## config.mk

```make
export PLATFORM = sky130hd
export DESIGN_NAME = tfc_config_cmd
export DESIGN_NICKNAME = d
export VERILOG_FILES = /design/src/design/tfc_pkg.sv /design/src/design/tfc_config_cmd.sv /design/src/design/tfc_crc16.sv
export VERILOG_INCLUDE_DIRS = /design/src /design/src/design
export SDC_FILE = /design/constraint.sdc
export NUM_CORES = 1
export LEC_CHECK = 0
export ABC_AREA = 1
export BUFFER_PORTS_ARGS = -buffer_cell sky130_fd_sc_hd__buf_2
export CAP_MARGIN = 5
export CORE_MARGIN = 5
export CORE_UTILIZATION = 35
export DETAILED_ROUTE_END_ITERATION = 10
export GPL_TIMING_DRIVEN = 1
export REMOVE_ABC_BUFFERS = 1
export SLEW_MARGIN = 20
export SYNTH_ARGS = -nofsm -noshare
export SYNTH_HDL_FRONTEND = slang
export SYNTH_HIERARCHICAL = 1
export SYNTH_SLANG_ARGS = --single-unit
```

## constraint.sdc

```tcl
create_clock -name ref_clk -period 2.6 [get_ports ref_clk]
set_clock_uncertainty 0.1 [all_clocks]
set_input_delay 0.26 -clock ref_clk [delete_from_list [all_inputs] [get_ports ref_clk]]
set_output_delay 0.26 -clock ref_clk [all_outputs]
set_load 0.02 [all_outputs]
```

## src/design/tfc_consts.svh

```systemverilog
// Purpose: Shared constants of the feature configuration command block.
// Assumes: Bit 0 of the configuration word is the MSB of the 16-bit word.
// Notes: Word positions below are the word index, that is 15 minus bit.
// Functional notes
// - Command: opcode E007h, eight zero bits, data, handle, CRC-16.
// - Data field is toggle mask XOR RN16; a one selects a bit.
// - Reply: zero header, configuration word, handle, CRC over those.
// - No reply in ready/killed; arbitrate/reply/acknowledged go to arbitrate.
// - Open state or zero access password: toggles read as zero.
// - Bad CRC or wrong handle: command ignored, state kept; in arbitrate/reply/acknowledged stateToArb still pulses.
// - Command CRC spans first opcode bit to last handle bit.
// - Frame-sync and a prior Req_RN are needed, else ignored.
// - Any reserved mask bit set makes the command ignored.
// - A one in the mask inverts that bit; repeating restores it.
// - Indicator bits follow only the tamper and supply inputs.
// - A successful reply always uses the extended preamble.
// - Secured with a change: reply after the change completes.
// - Internal failure: backscatter a standard error code instead.
// - Word sits at 200h in the code bank: read, select, write.
// - Bits 0-7: tamper, supply, two reserved, invert, pass, mode, cond.
// - Bits 8-15: trigger, strength, output, reduction, three guards, alarm.
// - Invert, passthrough and data/raw bits clear at power-up.
// - Bits 7 to 15 are held in nonvolatile memory.
// - Plain WRITE changes bits only while the code bank is unlocked.
// - Conditional reduction needs bits 7 and 11; bit 8 picks short.
// - A set read guard makes reads of that bank return zeros; rdAtCfg reads still return the word.
`ifndef TFC_CONSTS_SVH
`define TFC_CONSTS_SVH
`define TFC_OPCODE 16'hE007
`define TFC_CMD_BITS 7'd72
`define TFC_CRC_POLY 16'h1021
`define TFC_CRC_PRESET 16'hFFFF
`define TFC_CRC_RESIDUE 16'h1D0F
`define TFC_CFG_ADDR 12'h200
`define TFC_POS_TAMPER 15
`define TFC_POS_EXTSUP 14
`define TFC_TEMP_HI 11
`define TFC_TEMP_LO 9
`define TFC_PERM_HI 8
`define TFC_MASK_RSVD 16'h3000
`define TFC_MASK_TOGGLE 16'h0FFF
`define TFC_MASK_PERM 16'h01FF
`define TFC_P_COND 8
`define TFC_P_TRIG 7
`define TFC_P_STRENGTH 6
`define TFC_P_DOUT 5
`define TFC_P_RR 4
`define TFC_P_UGUARD 3
`define TFC_P_CGUARD 2
`define TFC_P_IGUARD 1
`define TFC_P_PSF 0
`define TFC_T_INV 2
`define TFC_T_PASS 1
`define TFC_T_RAW 0
`define TFC_TEMP_RESET 3'h0
`define TFC_PERM_RESET 9'h000
`define TFC_OK_LEN 6'd49
`define TFC_ERR_LEN 6'd41
`define TFC_CRC_LEN 6'd16
`define TFC_ERR_CODE 8'h0F
`define TFC_BANK_CODE 2'h1
`define TFC_BANK_IDENT 2'h2
`define TFC_BANK_USER 2'h3
`define TFC_REPLY_LIMIT_MS 20
`define TFC_CLK_KHZ 20000
`endif

```

## src/design/tfc_pkg.sv

```systemverilog
// Purpose: Types of the feature configuration command block.
// Assumes: Tag state codes are agreed with the protocol state machine.
// Notes: Holds types only; numbers live in the constants header.
package tfc_pkg;
    typedef enum logic [2:0] {
        TFC_READY = 3'h0,
        TFC_ARBITRATE = 3'h1,
        TFC_REPLY = 3'h2,
        TFC_ACK = 3'h3,
        TFC_OPEN = 3'h4,
        TFC_SECURED = 3'h5,
        TFC_KILLED = 3'h6
    } tfc_tag_state_type;
    typedef enum logic [1:0] {
        TFC_IDLE = 2'h0,
        TFC_WAITNV = 2'h1,
        TFC_CRCLD = 2'h2,
        TFC_SEND = 2'h3
    } tfc_fsm_type;
endpackage

```

## src/design/tfc_config_cmd.sv

```systemverilog
// Purpose: Toggle configuration command handler and feature word.
// Assumes: rxFrameEnd comes at least one cycle after the last command bit.
// Notes: Nonvolatile bits are mirrored here and written back by handshake.
`timescale 1ns/10ps
`include "tfc_consts.svh"
module tfc_config_cmd #(
    parameter int REPLY_LIMIT_CYC = `TFC_REPLY_LIMIT_MS * `TFC_CLK_KHZ
) (
    input wire logic ref_clk,
    input wire logic nrst,
    input wire logic rxBit,
    input wire logic rxBitValid,
    input wire logic rxFrameSync,
    input wire logic rxFrameEnd,
    input wire tfc_pkg::tfc_tag_state_type tagState,
    input wire logic reqRnSeen,
    input wire logic [15:0] handle,
    input wire logic [15:0] rn16,
    input wire logic accessPwdZero,
    input wire logic queryTrExt,
    output logic stateToArb,
    output logic replyValid,
    input wire logic replyReady,
    output logic replyBit,
    output logic replyLast,
    output logic replyExtPreamble,
    input wire logic nvLoadValid,
    input wire logic [8:0] nvLoadWord,
    output logic nvWrReq,
    output logic [8:0] nvWrData,
    input wire logic nvWrDone,
    input wire logic nvWrFail,
    input wire logic epcLocked,
    input wire logic wrReq,
    input wire logic [15:0] wrData,
    output logic wrAck,
    input wire logic rdReq,
    input wire logic [1:0] rdBank,
    input wire logic rdAtCfg,
    input wire logic [15:0] rdRaw,
    output logic rdValid,
    output logic [15:0] rdData,
    input wire logic tamperShortPin,
    input wire logic extSupplyPin,
    input wire logic demodRaw,
    input wire logic demodData,
    output logic [15:0] cfgWord,
    output logic outPin,
    output logic rangeReduce,
    output logic maxBackscatter,
    output logic productStatusAlarm,
    output logic userAreaReadGuard,
    output logic codeBankReadGuard,
    output logic identBankReadGuard
);
    import tfc_pkg::*;
    localparam int WAIT_W = $clog2(REPLY_LIMIT_CYC + 1);
    if (REPLY_LIMIT_CYC < 1) begin : g_chk
        $error("REPLY_LIMIT_CYC must be at least one cycle");
    end

    tfc_fsm_type fsm_ff;
    logic [2:0] temp_ff;
    logic [8:0] perm_ff;
    logic [8:0] pendPerm_ff;
    logic [2:0] tamperSync_ff;
    logic [2:0] extSync_ff;
    logic tamper_ff;
    logic ext_ff;
    logic [71:0] rxShift_ff;
    logic [6:0] rxCnt_ff;
    logic syncSeen_ff;
    logic [48:0] txShift_ff;
    logic [5:0] txCnt_ff;
    logic [5:0] txLen_ff;
    logic txErr_ff;
    logic [WAIT_W-1:0] wait_ff;
    logic stateToArb_ff;
    logic nvWrReq_ff;
    logic [8:0] nvWrData_ff;
    logic extPre_ff;
    logic rdValid_ff;
    logic [15:0] rdData_ff;
    logic [15:0] rxCrc;
    logic [15:0] txCrc;
    logic rxTake;
    logic eval;
    logic cmdHit;
    logic crcOk;
    logic validCmd;
    logic inAccess;
    logic [15:0] mask;
    logic [15:0] effMask;
    logic [15:0] newWord;
    logic txTake;
    logic [5:0] dataLen;
    logic condHit;

    // Bit 0 is the word MSB; reserved bits are tied low here.
    assign cfgWord = {tamper_ff, ext_ff, 2'b00, temp_ff, perm_ff};

    // Pin inputs: a level counts once the second and third stages agree.
    always_ff @(posedge ref_clk or negedge nrst) begin
        if (!nrst) begin
            tamperSync_ff <= 3'h0;
            extSync_ff <= 3'h0;
            tamper_ff <= 1'b0;
            ext_ff <= 1'b0;
        end else begin
            tamperSync_ff <= {tamperSync_ff[1:0], tamperShortPin};
            extSync_ff <= {extSync_ff[1:0], extSupplyPin};
            if (tamperSync_ff[1] == tamperSync_ff[2]) begin
                tamper_ff <= tamperSync_ff[2];
            end
            if (extSync_ff[1] == extSync_ff[2]) begin
                ext_ff <= extSync_ff[2];
            end
        end
    end

    // Receive path: counting starts only after a frame-sync.
    assign rxTake = syncSeen_ff & rxBitValid & (rxCnt_ff != `TFC_CMD_BITS);
    always_ff @(posedge ref_clk or negedge nrst) begin
        if (!nrst) begin
            rxShift_ff <= 72'h0;
            rxCnt_ff <= 7'h0;
            syncSeen_ff <= 1'b0;
        end else if (rxFrameSync) begin
            rxCnt_ff <= 7'h0;
            syncSeen_ff <= 1'b1;
        end else if (rxFrameEnd) begin
            syncSeen_ff <= 1'b0;
        end else if (rxTake) begin
            rxShift_ff <= {rxShift_ff[70:0], rxBit};
            rxCnt_ff <= rxCnt_ff + 7'd1;
        end
    end

    // The received CRC is run through too, so a clean frame leaves the residue.
    tfc_crc16 u_rxcrc (
        .ref_clk(ref_clk),
        .nrst(nrst),
        .clear(rxFrameSync),
        .bitEn(rxTake),
        .bitIn(rxBit),
        .crc(rxCrc)
    );

    assign eval = rxFrameEnd & syncSeen_ff & (fsm_ff == TFC_IDLE);
    assign cmdHit = eval & (rxCnt_ff == `TFC_CMD_BITS)
        & (rxShift_ff[71:56] == `TFC_OPCODE) & (rxShift_ff[55:48] == 8'h00);
    assign crcOk = (rxCrc == `TFC_CRC_RESIDUE);
    assign mask = rxShift_ff[47:32] ^ rn16;
    assign inAccess = (tagState == TFC_OPEN) | (tagState == TFC_SECURED);
    assign validCmd = cmdHit & inAccess & crcOk & reqRnSeen & !nvWrReq_ff
        & (rxShift_ff[31:16] == handle)
        & ((mask & `TFC_MASK_RSVD) == 16'h0000);
    // Indicator and reserved positions are dropped from the mask.
    assign effMask = ((tagState == TFC_OPEN) | accessPwdZero) ? 16'h0000
        : (mask & `TFC_MASK_TOGGLE);
    assign newWord = cfgWord ^ effMask;

    assign wrAck = wrReq & !epcLocked & (fsm_ff == TFC_IDLE)
        & !nvWrReq_ff & !rxFrameEnd;

    always_ff @(posedge ref_clk or negedge nrst) begin
        if (!nrst) begin
            stateToArb_ff <= 1'b0;
        end else begin
            stateToArb_ff <= cmdHit & ((tagState == TFC_ARBITRATE)
                | (tagState == TFC_REPLY) | (tagState == TFC_ACK));
        end
    end

    // Temporary bits are volatile and come up cleared.
    always_ff @(posedge ref_clk or negedge nrst) begin
        if (!nrst) begin
            temp_ff <= `TFC_TEMP_RESET;
        end else if (validCmd) begin
            temp_ff <= newWord[`TFC_TEMP_HI:`TFC_TEMP_LO];
        end else if (wrAck) begin
            temp_ff <= wrData[`TFC_TEMP_HI:`TFC_TEMP_LO];
        end
    end

    // Permanent mirror: loaded from nonvolatile memory after release.
    always_ff @(posedge ref_clk or negedge nrst) begin
        if (!nrst) begin
            perm_ff <= `TFC_PERM_RESET;
        end else if (nvLoadValid) begin
            perm_ff <= nvLoadWord;
        end else if (fsm_ff == TFC_WAITNV && nvWrDone) begin
            perm_ff <= pendPerm_ff;
        end else if (validCmd && (effMask & `TFC_MASK_PERM) == 16'h0000) begin
            perm_ff <= newWord[`TFC_PERM_HI:0];
        end else if (wrAck) begin
            perm_ff <= wrData[`TFC_PERM_HI:0];
        end
    end

    // Write-back request is held until the memory answers, or until an error reply reaches its CRC load.
    always_ff @(posedge ref_clk or negedge nrst) begin
        if (!nrst) begin
            nvWrReq_ff <= 1'b0;
            nvWrData_ff <= 9'h000;
            pendPerm_ff <= 9'h000;
        end else if (nvWrReq_ff) begin
            if (nvWrDone || nvWrFail || fsm_ff == TFC_CRCLD) begin
                nvWrReq_ff <= 1'b0;
            end
        end else if (validCmd && (effMask & `TFC_MASK_PERM) != 16'h0000) begin
            nvWrReq_ff <= 1'b1;
            nvWrData_ff <= newWord[`TFC_PERM_HI:0];
            pendPerm_ff <= newWord[`TFC_PERM_HI:0];
        end else if (wrAck) begin
            nvWrReq_ff <= 1'b1;
            nvWrData_ff <= wrData[`TFC_PERM_HI:0];
        end
    end

    // Transmit path.
    assign dataLen = txLen_ff - `TFC_CRC_LEN;
    assign txTake = (fsm_ff == TFC_SEND) & replyReady;
    tfc_crc16 u_txcrc (
        .ref_clk(ref_clk),
        .nrst(nrst),
        .clear(fsm_ff == TFC_IDLE),
        .bitEn(txTake & (txCnt_ff < dataLen)),
        .bitIn(txShift_ff[48]),
        .crc(txCrc)
    );

    always_ff @(posedge ref_clk or negedge nrst) begin
        if (!nrst) begin
            fsm_ff <= TFC_IDLE;
            txShift_ff <= 49'h0;
            txCnt_ff <= 6'h0;
            txLen_ff <= `TFC_OK_LEN;
            txErr_ff <= 1'b0;
            wait_ff <= '0;
        end else begin
            case (fsm_ff)
                TFC_IDLE: begin
                    txCnt_ff <= 6'h0;
                    wait_ff <= '0;
                    if (validCmd && tagState == TFC_SECURED
                        && (effMask & `TFC_MASK_PERM) != 16'h0000) begin
                        fsm_ff <= TFC_WAITNV;
                        txShift_ff <= {1'b0, newWord, handle, 16'h0000};
                    end else if (validCmd) begin
                        fsm_ff <= TFC_SEND;
                        txShift_ff <= {1'b0, newWord, handle, 16'h0000};
                        txLen_ff <= `TFC_OK_LEN;
                        txErr_ff <= 1'b0;
                    end
                end
                TFC_WAITNV: begin
                    wait_ff <= wait_ff + 1'b1;
                    if (nvWrDone) begin
                        fsm_ff <= TFC_SEND;
                        txLen_ff <= `TFC_OK_LEN;
                        txErr_ff <= 1'b0;
                    end else if (nvWrFail
                        || wait_ff == WAIT_W'(REPLY_LIMIT_CYC - 1)) begin
                        // Past the reader's wait a late reply is useless.
                        fsm_ff <= TFC_SEND;
                        txShift_ff <= {1'b1, `TFC_ERR_CODE, handle, 24'h0};
                        txLen_ff <= `TFC_ERR_LEN;
                        txErr_ff <= 1'b1;
                    end
                end
                TFC_CRCLD: begin
                    txShift_ff[48:33] <= ~txCrc;
                    fsm_ff <= TFC_SEND;
                end
                default: begin
                    if (txTake) begin
                        txShift_ff <= {txShift_ff[47:0], 1'b0};
                        txCnt_ff <= txCnt_ff + 6'd1;
                        if (txCnt_ff == txLen_ff - 6'd1) begin
                            fsm_ff <= TFC_IDLE;
                        end else if (txCnt_ff == dataLen - 6'd1) begin
                            fsm_ff <= TFC_CRCLD;
                        end
                    end
                end
            endcase
        end
    end

    always_ff @(posedge ref_clk or negedge nrst) begin
        if (!nrst) begin
            extPre_ff <= 1'b0;
        end else if (fsm_ff == TFC_IDLE || fsm_ff == TFC_WAITNV) begin
            extPre_ff <= nvWrDone | validCmd | queryTrExt;
            if (fsm_ff == TFC_WAITNV && !nvWrDone) begin
                extPre_ff <= queryTrExt;
            end
        end
    end

    // Reads: the word itself, or bank data veiled by its guard.
    always_ff @(posedge ref_clk or negedge nrst) begin
        if (!nrst) begin
            rdValid_ff <= 1'b0;
            rdData_ff <= 16'h0000;
        end else begin
            rdValid_ff <= rdReq;
            if (rdReq) begin
                if (rdAtCfg) begin
                    rdData_ff <= cfgWord;
                end else if (rdBank == `TFC_BANK_USER && userAreaReadGuard) begin
                    rdData_ff <= 16'h0000;
                end else if (rdBank == `TFC_BANK_CODE && codeBankReadGuard) begin
                    rdData_ff <= 16'h0000;
                end else if (rdBank == `TFC_BANK_IDENT && identBankReadGuard) begin
                    rdData_ff <= 16'h0000;
                end else begin
                    rdData_ff <= rdRaw;
                end
            end
        end
    end

    // Trigger one selects the shorted pad, zero the open pad.
    assign condHit = perm_ff[`TFC_P_TRIG] ? tamper_ff : !tamper_ff;
    assign rangeReduce = perm_ff[`TFC_P_RR]
        & (!perm_ff[`TFC_P_COND] | condHit);
    assign outPin = !temp_ff[`TFC_T_PASS]
        ? (perm_ff[`TFC_P_DOUT] ^ temp_ff[`TFC_T_INV])
        : (temp_ff[`TFC_T_RAW] ? demodRaw : demodData);
    assign maxBackscatter = perm_ff[`TFC_P_STRENGTH];
    assign productStatusAlarm = perm_ff[`TFC_P_PSF];
    assign userAreaReadGuard = perm_ff[`TFC_P_UGUARD];
    assign codeBankReadGuard = perm_ff[`TFC_P_CGUARD];
    assign identBankReadGuard = perm_ff[`TFC_P_IGUARD];

    assign stateToArb = stateToArb_ff;
    assign replyValid = (fsm_ff == TFC_SEND);
    assign replyBit = txShift_ff[48];
    assign replyLast = (fsm_ff == TFC_SEND) & (txCnt_ff == txLen_ff - 6'd1);
    assign replyExtPreamble = extPre_ff;
    assign nvWrReq = nvWrReq_ff;
    assign nvWrData = nvWrData_ff;
    assign rdValid = rdValid_ff;
    assign rdData = rdData_ff;

    arb_move_a: assert property (@(posedge ref_clk) disable iff (!nrst)
        cmdHit && tagState == TFC_ACK |=> stateToArb && fsm_ff == TFC_IDLE)
        else $error("acknowledged state did not fall back to arbitrate");
    ready_quiet_a: assert property (@(posedge ref_clk) disable iff (!nrst)
        eval && (tagState == TFC_READY || tagState == TFC_KILLED)
        |=> fsm_ff == TFC_IDLE && !stateToArb)
        else $error("ready or killed state reacted to command");
    open_keep_a: assert property (@(posedge ref_clk) disable iff (!nrst)
        validCmd && tagState == TFC_OPEN && !nvLoadValid
        |=> $stable(perm_ff) && $stable(temp_ff) && replyValid)
        else $error("open state changed the word or gave no reply");
    bad_crc_a: assert property (@(posedge ref_clk) disable iff (!nrst)
        cmdHit && !crcOk |=> fsm_ff == TFC_IDLE ##1 fsm_ff == TFC_IDLE)
        else $error("command with bad CRC was answered");
    rsvd_mask_a: assert property (@(posedge ref_clk) disable iff (!nrst)
        cmdHit && (mask & `TFC_MASK_RSVD) != 16'h0000 |=> !replyValid)
        else $error("reserved mask bit did not void the command");
    ext_pre_a: assert property (@(posedge ref_clk) disable iff (!nrst)
        replyValid && !txErr_ff |-> replyExtPreamble)
        else $error("successful reply without extended preamble");
    nv_wait_a: assert property (@(posedge ref_clk) disable iff (!nrst)
        fsm_ff == TFC_WAITNV && !nvWrDone
        |=> !replyValid || txErr_ff)
        else $error("reply started before the change completed");
    hdr_zero_a: assert property (@(posedge ref_clk) disable iff (!nrst)
        replyValid && txCnt_ff == 6'h0 && !txErr_ff |-> !replyBit)
        else $error("reply header is not zero");
    wr_lock_a: assert property (@(posedge ref_clk) disable iff (!nrst)
        wrReq && epcLocked && !validCmd |-> !wrAck ##1 $stable(temp_ff))
        else $error("locked bank accepted a plain write");
    rd_guard_a: assert property (@(posedge ref_clk) disable iff (!nrst)
        rdReq && !rdAtCfg && rdBank == `TFC_BANK_IDENT && identBankReadGuard
        |=> rdValid && rdData == 16'h0000)
        else $error("guarded bank read returned data");
    rsvd_zero_a: assert property (@(posedge ref_clk) disable iff (!nrst)
        wrAck |=> cfgWord[13:12] == 2'b00)
        else $error("reserved bits read as one");
endmodule

```

## src/design/tfc_crc16.sv

```systemverilog
// Purpose: Bit-serial CRC-16 register.
// Assumes: MSB-first bits, one per enable.
// Notes: Clear wins over a bit in the same cycle.
`timescale 1ns/10ps
`include "tfc_consts.svh"
module tfc_crc16 (
    input wire logic ref_clk,
    input wire logic nrst,
    input wire logic clear,
    input wire logic bitEn,
    input wire logic bitIn,
    output logic [15:0] crc
);
    logic [15:0] crc_ff;
    logic fb;
    assign fb = bitIn ^ crc_ff[15];
    always_ff @(posedge ref_clk or negedge nrst) begin
        if (!nrst) begin
            crc_ff <= `TFC_CRC_PRESET;
        end else if (clear) begin
            crc_ff <= `TFC_CRC_PRESET;
        end else if (bitEn) begin
            crc_ff <= {crc_ff[14:0], 1'b0} ^ (fb ? `TFC_CRC_POLY : 16'h0000);
        end
    end
    assign crc = crc_ff;
endmodule

```

Word-level counts from Yosys, hierarchy flattened
Index checks and enable logic that the tools add are counted.
{ "op_classes": {"n_addsub": 6, "order_cmp": 1, "eq_ne": 28, "muxes": 54, "bitwise_logic": 42, "reduce_logical": 45} }
{ "op_table": {"columns": ["operator", "count"], "rows": [
  ["49-bit 2-to-1 mux", 5],
  ["16-bit 2-to-1 mux", 8],
  ["33-bit case mux with 3 select lines", 1],
  ["16-bit case mux with 3 select lines", 1],
  ["9-bit 2-to-1 mux", 5],
  ["19-bit case mux with 2 select lines", 1],
  ["16-bit zero test", 2],
  ["16-bit bitwise XOR", 2],
  ["6-bit 2-to-1 mux", 5],
  ["13-bit 2-to-1 mux", 2],
  ["6-bit case mux with 2 select lines", 2],
  ["1-bit AND", 22],
  ["7-bit 2-to-1 mux", 3],
  ["19-bit by 1-bit adder with 19-bit output (second input constant)", 1],
  ["19-bit equality test (second input constant)", 1],
  ["16-bit by 13-bit equality test with 1-bit output (second input constant)", 1],
  ["16-bit equality test", 1],
  ["16-bit equality test (second input constant)", 1],
  ["16-bit inverter", 1],
  ["16-bit nonzero test", 1],
  ["16-bit by 12-bit bitwise XOR with 16-bit output", 1],
  ["2-bit 2-to-1 mux", 7],
  ["2-bit nonzero test", 7],
  ["14-bit bitwise XOR", 1],
  ["36 further kinds", 94]
]} }
{ "totals": {"reg_bits": 252, "output_inout_bits": 56} }

Depth between registers and ports, before layout
Gate-level depths: netlist of run 1.
{ "depth": {"word_depth": 15, "ltp_mapped": 16} }

By module
The synthesis of run 1 kept the hierarchy.
{ "modules_own_cells": {"columns": ["module", "instances", "cells_each", "area_each_um2", "seq_area_each_um2"], "rows": [
  ["tfc_config_cmd", 1, 1366, 10410.0, 5006.1],
  ["tfc_crc16", 2, 67, 744.5, 420.4]
]} }

Worst setup path before layout of run 1
OpenSTA, ideal clock, no wires.
{ "synth_timing": {"path_type": "register to register", "start": "register txLen_ff[4]", "end": "register u_txcrc.crc_ff[15] (netlist: u_txcrc/crc[15])", "t_arrival_ps": 2262, "t_required_ps": 2408, "slack_ps": 146, "path_stages_with_launch": 10, "path_buffers": 1, "period_less_slack_ps": 2454, "cell_sequence": "dfstp_2 > inv_1 > ha_1 > nand2_1 > nor2_1 > a2111oi_0 > inv_1 > nor2_2 > buf_6 > a22oi_1"} }
{ "synth_between": {"elab_chain_len": 4} }
{ "synth_lines": {"columns": ["element", "line_no", "rtl"], "rows": [
  ["start: declaration", "tfc_config_cmd.sv:75", "logic [5:0] txLen_ff;"],
  ["start signal: assignment", "tfc_config_cmd.sv:238", "txLen_ff <= `TFC_OK_LEN;"],
  ["start signal: assignment", "tfc_config_cmd.sv:253", "txLen_ff <= `TFC_OK_LEN;"],
  ["start signal: assignment", "tfc_config_cmd.sv:261", "txLen_ff <= `TFC_OK_LEN;"],
  ["6-bit by 5-bit subtractor with 6-bit output (no source line)", null, null],
  ["6-bit < comparator", "tfc_config_cmd.sv:228", ".bitEn(txTake & (txCnt_ff < dataLen)),"],
  ["1-bit AND", "tfc_config_cmd.sv:228", null],
  ["2-bit nonzero test (no source line)", null, null],
  ["end signal: assignment", "tfc_crc16.sv:19", "crc_ff <= `TFC_CRC_PRESET;"],
  ["end signal: assignment", "tfc_crc16.sv:21", "crc_ff <= `TFC_CRC_PRESET;"],
  ["end signal: assignment", "tfc_crc16.sv:23", "crc_ff <= {crc_ff[14:0], 1'b0} ^ (fb ? `TFC_CRC_POLY : 16'h0000);"],
  ["end: declaration", "tfc_crc16.sv:14", "logic [15:0] crc_ff;"]
]} }
No other way between the ends.
A chain may end at the register's enable or synchronous reset.

Final worst setup path of run 1
{ "layout_timing": {"start": "register fsm_ff[0]", "end": "output port wrAck"} }
{ "layout_between": {"elab_chain_len": 4} }
{ "layout_lines": {"columns": ["element", "line_no", "rtl"], "rows": [
  ["start: declaration", "tfc_config_cmd.sv:62", "tfc_fsm_type fsm_ff;"],
  ["start signal: assignment", "tfc_config_cmd.sv:235", "fsm_ff <= TFC_IDLE;"],
  ["start signal: assignment", "tfc_config_cmd.sv:248", "fsm_ff <= TFC_WAITNV;"],
  ["start signal: assignment", "tfc_config_cmd.sv:251", "fsm_ff <= TFC_SEND;"],
  ["2-bit zero test", "tfc_config_cmd.sv:163", "assign wrAck = wrReq & !epcLocked & (fsm_ff == TFC_IDLE)"],
  ["1-bit AND", "tfc_config_cmd.sv:163", null],
  ["1-bit AND (2 in a row)", "tfc_config_cmd.sv:164", "& !nvWrReq_ff & !rxFrameEnd;"],
  ["end: declaration", "tfc_config_cmd.sv:36", "output logic wrAck,"]
]} }
No other way between the ends.

==> impl_metrics.yaml, run 1 <==
sta:
  tightest_slew_ns: 0.831
  final-setup-viol-count: 0
  holdWs_ns: 0.0120
  slew_headroom: 0.445
  layout_min_cycle_time_ns: 2.42
  rsz0062_at_grt: "no"
  drv_slew: 0
  finalHoldViolCount: 0
  fmax_mhz: 414
  period_share: 0.930
outcome:
  status: "completed"
synth:
  synth_cells: 1500
  synth_fa_ha_area_frac: 0.0143
  synth_top_family_by_area: "simple AND/OR/NAND/NOR gates"
  synth_area_per_cell_um2: 7.93
  syn_area_um2: 11900
  ys_types: 49
  yosysWarnings: 6
  seq_area_frac_synth: 0.491
  synth_compound_area_frac: 0.146
  synth_edf_count: 0
  synth_ff_type: "dfrtp_1"
  async_flop_share: 1.00
  yosys.area_share.simple: 0.234
  synth-seq-cells: 232
  synthMuxAreaShare: 0.000841
  yosys.area_share.xor_xnor: 0.0191
floorplan:
  die_h_um: 194
  io_pins: 155
  die_w_um: 194
  rows: 67
  initial_core_util: 0.355
  fp.dieArea_um2: 37800
  core_area_um2: 33500
finish:
  seq_area_um2: 5850
  areaGrowthSynthToFinish_pct: 24.0
  layout.nets: 1809
  instances_no_fill: 2168
  finish.utilization: 0.440
  drive_gt1_frac: 0.178
  multi_input_area_um2: 4960
  fillers: 3367
placed_design:
  dpl.hpwl_mm: 23.5
  gp_congestion: 0.860
  dp.cells: 2066
  port_buffers: 146
global_routing:
  antenna_found_initial: 3
  overflow: 0
  grt_use_total: 0.167
  grt_first_pass_wirelength_mm: 53.0
  grt_max_degree: 78
  grt_pass1_vias: 10200
clock_network:
  insertion_delay_ns: 0.54
  numCtsBuffers: 27
  clock_sinks: 232
  clock_path_buffers: 3
  clk_pin_slew_ns: 0.06
  post_cts_buffers: 0
  cts_tree: "built"
  cts_root_buffer: "clkbuf_16"
  cts_max_level: 1
worst_setup_path:
  worstSetupEndpointType: "output port"
  cp-startpoint: "fsm_ff[0]$_DFFE_PN0P_"
  critPathRequiredTime_ns: 2.24
  cp_max_fo: 6
  crit_type: "flop to output port"
  start_kind: "flop"
  crit_arrival_ns: 2.06
  reg2reg_from: "rxCnt_ff[0]$_DFFE_PN0P_"
drt:
  vias: 10500
  routedWlPerCell_um: 15.0
  via_per_inst: 4.84
  first_pass_iters: 5
  drt_wl_total_mm: 32.6
  drt_iter0_markers: 735
  antenna_left: 0
  drc_errors: 0
power_and_ir_drop:
  p_leak_nw: 7.33
  irDropWorstVdd_mv: 0.512
  power_density_nw_per_um2: 963
worst_hold_path:
  hold_class: "input pin to flop"
  hp-start: "handle[1]"
flow_run:
  cap_violations: 0
-- path summary, 6_finish.rpt --
kind | slack, ns | end | depth (start not counted)
min | 0.01 | txShift_ff[17]$_DFFE_PN0P_ | 3
max reg2reg | 0.21 | perm_ff[5]$_DFFE_PN0P_ | 16
min in group asynchronous | 0.21 | wait_ff[9]$_DFFE_PN0N_ | 2
max in group asynchronous | 1.37 | u_rxcrc/crc[10]$_DFFE_PN1P_ | 3
max | 0.18 | wrAck | 7
min reg2reg | 0.25 | extSync_ff[1]$_DFF_PN0_ | 0
-- synth_stat cells, types with 7 or more instances --
library cell | count | area share
a22oi_1 | 18 | 0.011
a22oi_2 | 18 | 0.019
xor2_1 | 20 | 0.015
nor3_1 | 21 | 0.0088
o22ai_1 | 15 | 0.0079
inv_1 | 199 | 0.063
o21ai_1 | 7 | 0.0029
nand2_1 | 387 | 0.12
buf_4 | 16 | 0.010
o21ai_0 | 131 | 0.055
ha_1 | 12 | 0.013
dfrtp_1 | 199 | 0.42
clkbuf_1 | 30 | 0.0095
buf_2 | 12 | 0.0050
nor2_1 | 121 | 0.038
a31oi_1 | 17 | 0.0089
nand4_1 | 13 | 0.0068
a21oi_1 | 67 | 0.028
dfstp_2 | 33 | 0.073
nand3_1 | 99 | 0.042
-- layout by cell type, fill, tap and decap left out, types with 6 or more instances in the layout --
| master | instances |
|---|---|
| a21oi_1 | 67 |
| a22oi_1 | 18 |
| a22oi_2 | 18 |
| a31oi_1 | 17 |
| buf_2 | 145 |
| buf_4 | 33 |
| bufinv_16 | 9 |
| clkbuf_16 | 27 |
| clkinv_2 | 9 |
| dfrtp_1 | 199 |
| dfstp_2 | 33 |
| dlygate4sd3_1 | 51 |
| ha_1 | 11 |
| inv_1 | 198 |
| nand2_1 | 387 |
| nand3_1 | 99 |
| nand4_1 | 13 |
| nor2_1 | 120 |
| nor3_1 | 21 |
| o21ai_0 | 131 |
| o21ai_1 | 7 |
| o22ai_1 | 15 |
| xnor2_1 | 6 |
| xor2_1 | 20 |
-- critical path: stages, from the launching register on --
cell	delay (ns)
dfrtp_1	0.40
inv_1	0.14
ha_4	0.21
clkinv_1	0.09
nor2_1	0.09
and3_1	0.23
buf_4	0.20
buf_2	0.19
-- metal layers --
layer / GRT usage / routed length (um) / up-vias / part of all wire
met4: 0.0409 / 819 / 4 / 0.025
met3: 0.0258 / 1280 / 61 / 0.039
met1: 0.229 / 15000 / 4938 / 0.46
met2: 0.279 / 15400 / 237 / 0.47
met5: 0 / 21 / - / 0.00064
li1: - / - / 5245 / -
-- logic make-up after synthesis --
kind of cell / after synthesis
AOI/OAI and AO/OA: 291
xor gates and xnor gates: 26
adders and majority gates: 14
buffers and inverters: 270
DFF: 232
muxes: 1
other: 1
and+or+nand+nor: 665
-- state kept, by name (all words and copies together) (netlist names), 6 cells and up --
name	flops
nvWrData	9
pendPerm_ff	9
perm_ff	9
rdData	16
rxCnt_ff	7
rxShift_ff	72
txCnt_ff	6
txShift_ff	33
u_rxcrc/crc	16
u_txcrc/crc	16
wait_ff	19
-- what timing repair did --
| item | CTS | global route |
|---|---|---|
| hold endpoints to repair | 112 | 0 |
| hold buffers | 51 | 0 |
| cloned | 0 | 0 |
| setup endpoints to repair | 1 | 46 |
| gates resized for setup | 1 | 4 |
-- where the power goes --
group | internal [W] | switching [W] | total (W)
sequential | 0.00450 | 0.000587 | 0.00509
clock | 0.00290 | 0.00155 | 0.00445
combinational | 0.00161 | 0.00305 | 0.00466
total | 0.00902 | 0.00519 | 0.0142
-- through the flow --
stage	cell area [um^2]	TNS (ns)	setup WS [ns]	total power [W]
final	14800	0	0.182	0.0142
after global placement	13200	0	0.0529	0.00964
after detailed placement	13200	0	0.0334	0.00972
after floorplan	11500	-75.77	-1.30	0.00801
after CTS	14700	0	0.0912	0.0143
after global routing	14800	0	0.0169	0.0152
-- area by class of cell --
type,count,share of cell area
Timing Repair Buffer,233,0.106
Sequential cell,232,0.396
Multi-Input combinational cell,999,0.336
Clock inverter,18,0.0216
Antenna cell,1,0.000170
Tap cell,448,0.0380
Inverter,205,0.0525
Clock buffer,32,0.0498
Note: power is estimated with default switching activity, not from simulation.
==> inputs of run 2 (changes only) <==
--- a/config.mk
+++ b/config.mk
@@ -9,6 +9,7 @@
 export ABC_AREA = 1
 export BUFFER_PORTS_ARGS = -buffer_cell sky130_fd_sc_hd__buf_2
 export CAP_MARGIN = 5
+export CORE_ASPECT_RATIO = 1.5
 export CORE_MARGIN = 5
 export CORE_UTILIZATION = 35
 export DETAILED_ROUTE_END_ITERATION = 10
==> impl_metrics.yaml, run 2 (same netlist as run 1, synthesis figures left out) <==
global_routing:
  antenna_found_initial: 5
  grt.busiest_layer: "met2"
  grt_max_degree: 96
  grt_use_total: 0.178
  overflow: 0
  grt_pass1_vias: 10400
  gr-usage-met3: 0.0250
  globalRouteMet1Util: 0.224
  grt_first_pass_wirelength_mm: 55.6
  met2_usage: 0.310
finish:
  instances_no_fill: 2133
  largest-register: "rxShift_ff"
  seq_area_um2: 5850
  mostFrequentLayoutCells: "nand2_1 (387), dfrtp_1 (199), inv_1 (198), buf_2 (145), o21ai_0 (131)"
  largest_reg_flops: 72
  final_common_cell: "nand2_1"
  drive_gt1_frac: 0.171
  layout.nets: 1804
  fillers: 3354
  areaGrowthSynthToFinish_pct: 22.0
  multi_input_area_um2: 4960
  top_regs: "rxShift_ff x72, txShift_ff x33, wait_ff x19"
clock_network:
  clk_pin_slew_ns: 0.06
  numCtsBuffers: 24
  clock_path_buffers: 3
  cts_root_buffer: "clkbuf_16"
  post_cts_buffers: 0
  cts_tree: "built"
  insertion_delay_ns: 0.53
  cts_max_level: 1
  clock_sinks: 232
sta:
  finalWorstSetupSlack_ns: 0.148
  fmax_mhz: 408
  slew_headroom: 0.465
  rsz0062_at_grt: "no"
  finalHoldViolCount: 0
  period_share: 0.943
  layout_min_cycle_time_ns: 2.45
  tightest_slew_ns: 0.801
  drv_slew: 0
  final-setup-viol-count: 0
worst_setup_path:
  reg2reg_from: "rxCnt_ff[0]$_DFFE_PN0P_"
  r2r_end: "txLen_ff[3]$_DFFE_PN0P_"
  r2r_slack_ns: 0.24
  critPathRequiredTime_ns: 2.24
  cp-startpoint: "fsm_ff[0]$_DFFE_PN0P_"
  slowest_stage: "dfrtp_1"
  crit_arrival_ns: 2.09
  worst_r2r_path_depth: 15
  crit_chain: "inv_1 > ha_4 > clkinv_1 > nor2_1 > and3_1 > buf_4 > buf_2"
  start_kind: "flop"
  slowest_delay_ns: 0.40
  worstSetupEndpointType: "output port"
  crit_type: "flop to output port"
  worstSetupEndpoint: "wrAck"
  cp_max_fo: 4
floorplan:
  io_pins: 155
  initial_core_util: 0.355
  rows: 82
  die_h_um: 236
  die_w_um: 161
  fp.dieArea_um2: 37900
  core_area_um2: 33500
drt:
  first_pass_iters: 5
  drc_errors: 0
  drt_iter0_markers: 664
  routedWlPerCell_um: 16.0
  via_per_inst: 4.91
  vias: 10500
  antenna_left: 0
  drt_wl_total_mm: 34.1
placed_design:
  dp.cells: 2036
  gp_congestion: 0.868
  port_buffers: 146
  dpl.hpwl_mm: 25.1
  dpl_worst_slack_ns: 0.0861
power_and_ir_drop:
  irDropWorstVdd_mv: 0.489
  p_leak_nw: 7.21
  power.total_w: 0.0135
  power_density_nw_per_um2: 930
flow_run:
  cap_violations: 0
outcome:
  status: "completed"
worst_hold_path:
  hold_class: "input pin to flop"
[run 2: changes by cell type in the layout (fill, tap and decap cells not counted), sizes merged]
cell,before,now
bufinv,9,1
clkbuf,32,39
clkinv,12,7
buf,182,180
clkinvlp,1,2
diode,1,2
inv,201,200
[run 2: power by group]
part / switching (W) / internal, W
clock: 0.00146 / 0.00216
combinational: 0.00312 / 0.00165
sequential: 0.000613 / 0.00450
total: 0.00519 / 0.00831
[run 2: cell type report]
cell class / count / share of cell area
repair buffers: 231 / 0.108
clock buffers: 39 / 0.0539
well taps: 420 / 0.0362
clock inverters: 5 / 0.00336
inverters: 205 / 0.0538
multi-input cells: 999 / 0.342
diodes: 2 / 0.000345
flip-flops and latches: 232 / 0.403
[run 2: through the flow]
stage	util	hold slack (ns)	cell area, um^2	setup TNS (ns)
3_5_place_dp	0.392	0.153	13100	0
4_1_cts	0.432	0.00460	14500	0
6_report	0.433	0.0187	14500	0
5_1_grt	0.433	0.0606	14500	0
2_1_floorplan	-	-0.136	11500	-75.77
3_3_place_gp	0.392	0.155	13100	0
[run 2: layer usage]
layer	vias to the layer above	share of wire
met2	252	0.50
met1	4926	0.42
met5	-	0.00082
met4	6	0.034
li1	5220	-
met3	73	0.043
[run 2: worst min-delay path by stage]
stage | startpoint | end | cells past startpoint
final | nvLoadWord[5] | perm_ff[5]$_DFFE_PN0P_ | 5
after CTS | nvLoadWord[5] | perm_ff[5]$_DFFE_PN0P_ | 5
after floorplan | nrst | extSync_ff[0]$_DFF_PN0_ | 0
after global routing | nvLoadWord[0] | perm_ff[0]$_DFFE_PN0P_ | 5
after detailed placement | nrst | wait_ff[18]$_DFFE_PN0N_ | 1
after global placement | nrst | wait_ff[18]$_DFFE_PN0N_ | 1
[run 2: timing repair]
action / 4_1_cts / 5_1_grt
hold buffers: 51 / 0
endpoints found under the hold margin: 111 / 0
setup endpoints to repair: 1 / 49
gates resized for setup: 1 / 9
pin swaps: 0 / 1
cloned: 0 / 0
[run 2: worst max-delay path: cells and delay by family (launching register included)]
kind | cells | cell delay (ns)
buffers and inverters | 4 | 0.57
adder cells (fa/ha/maj) | 1 | 0.21
flip-flops | 1 | 0.40
AND/OR/NAND/NOR | 2 | 0.38
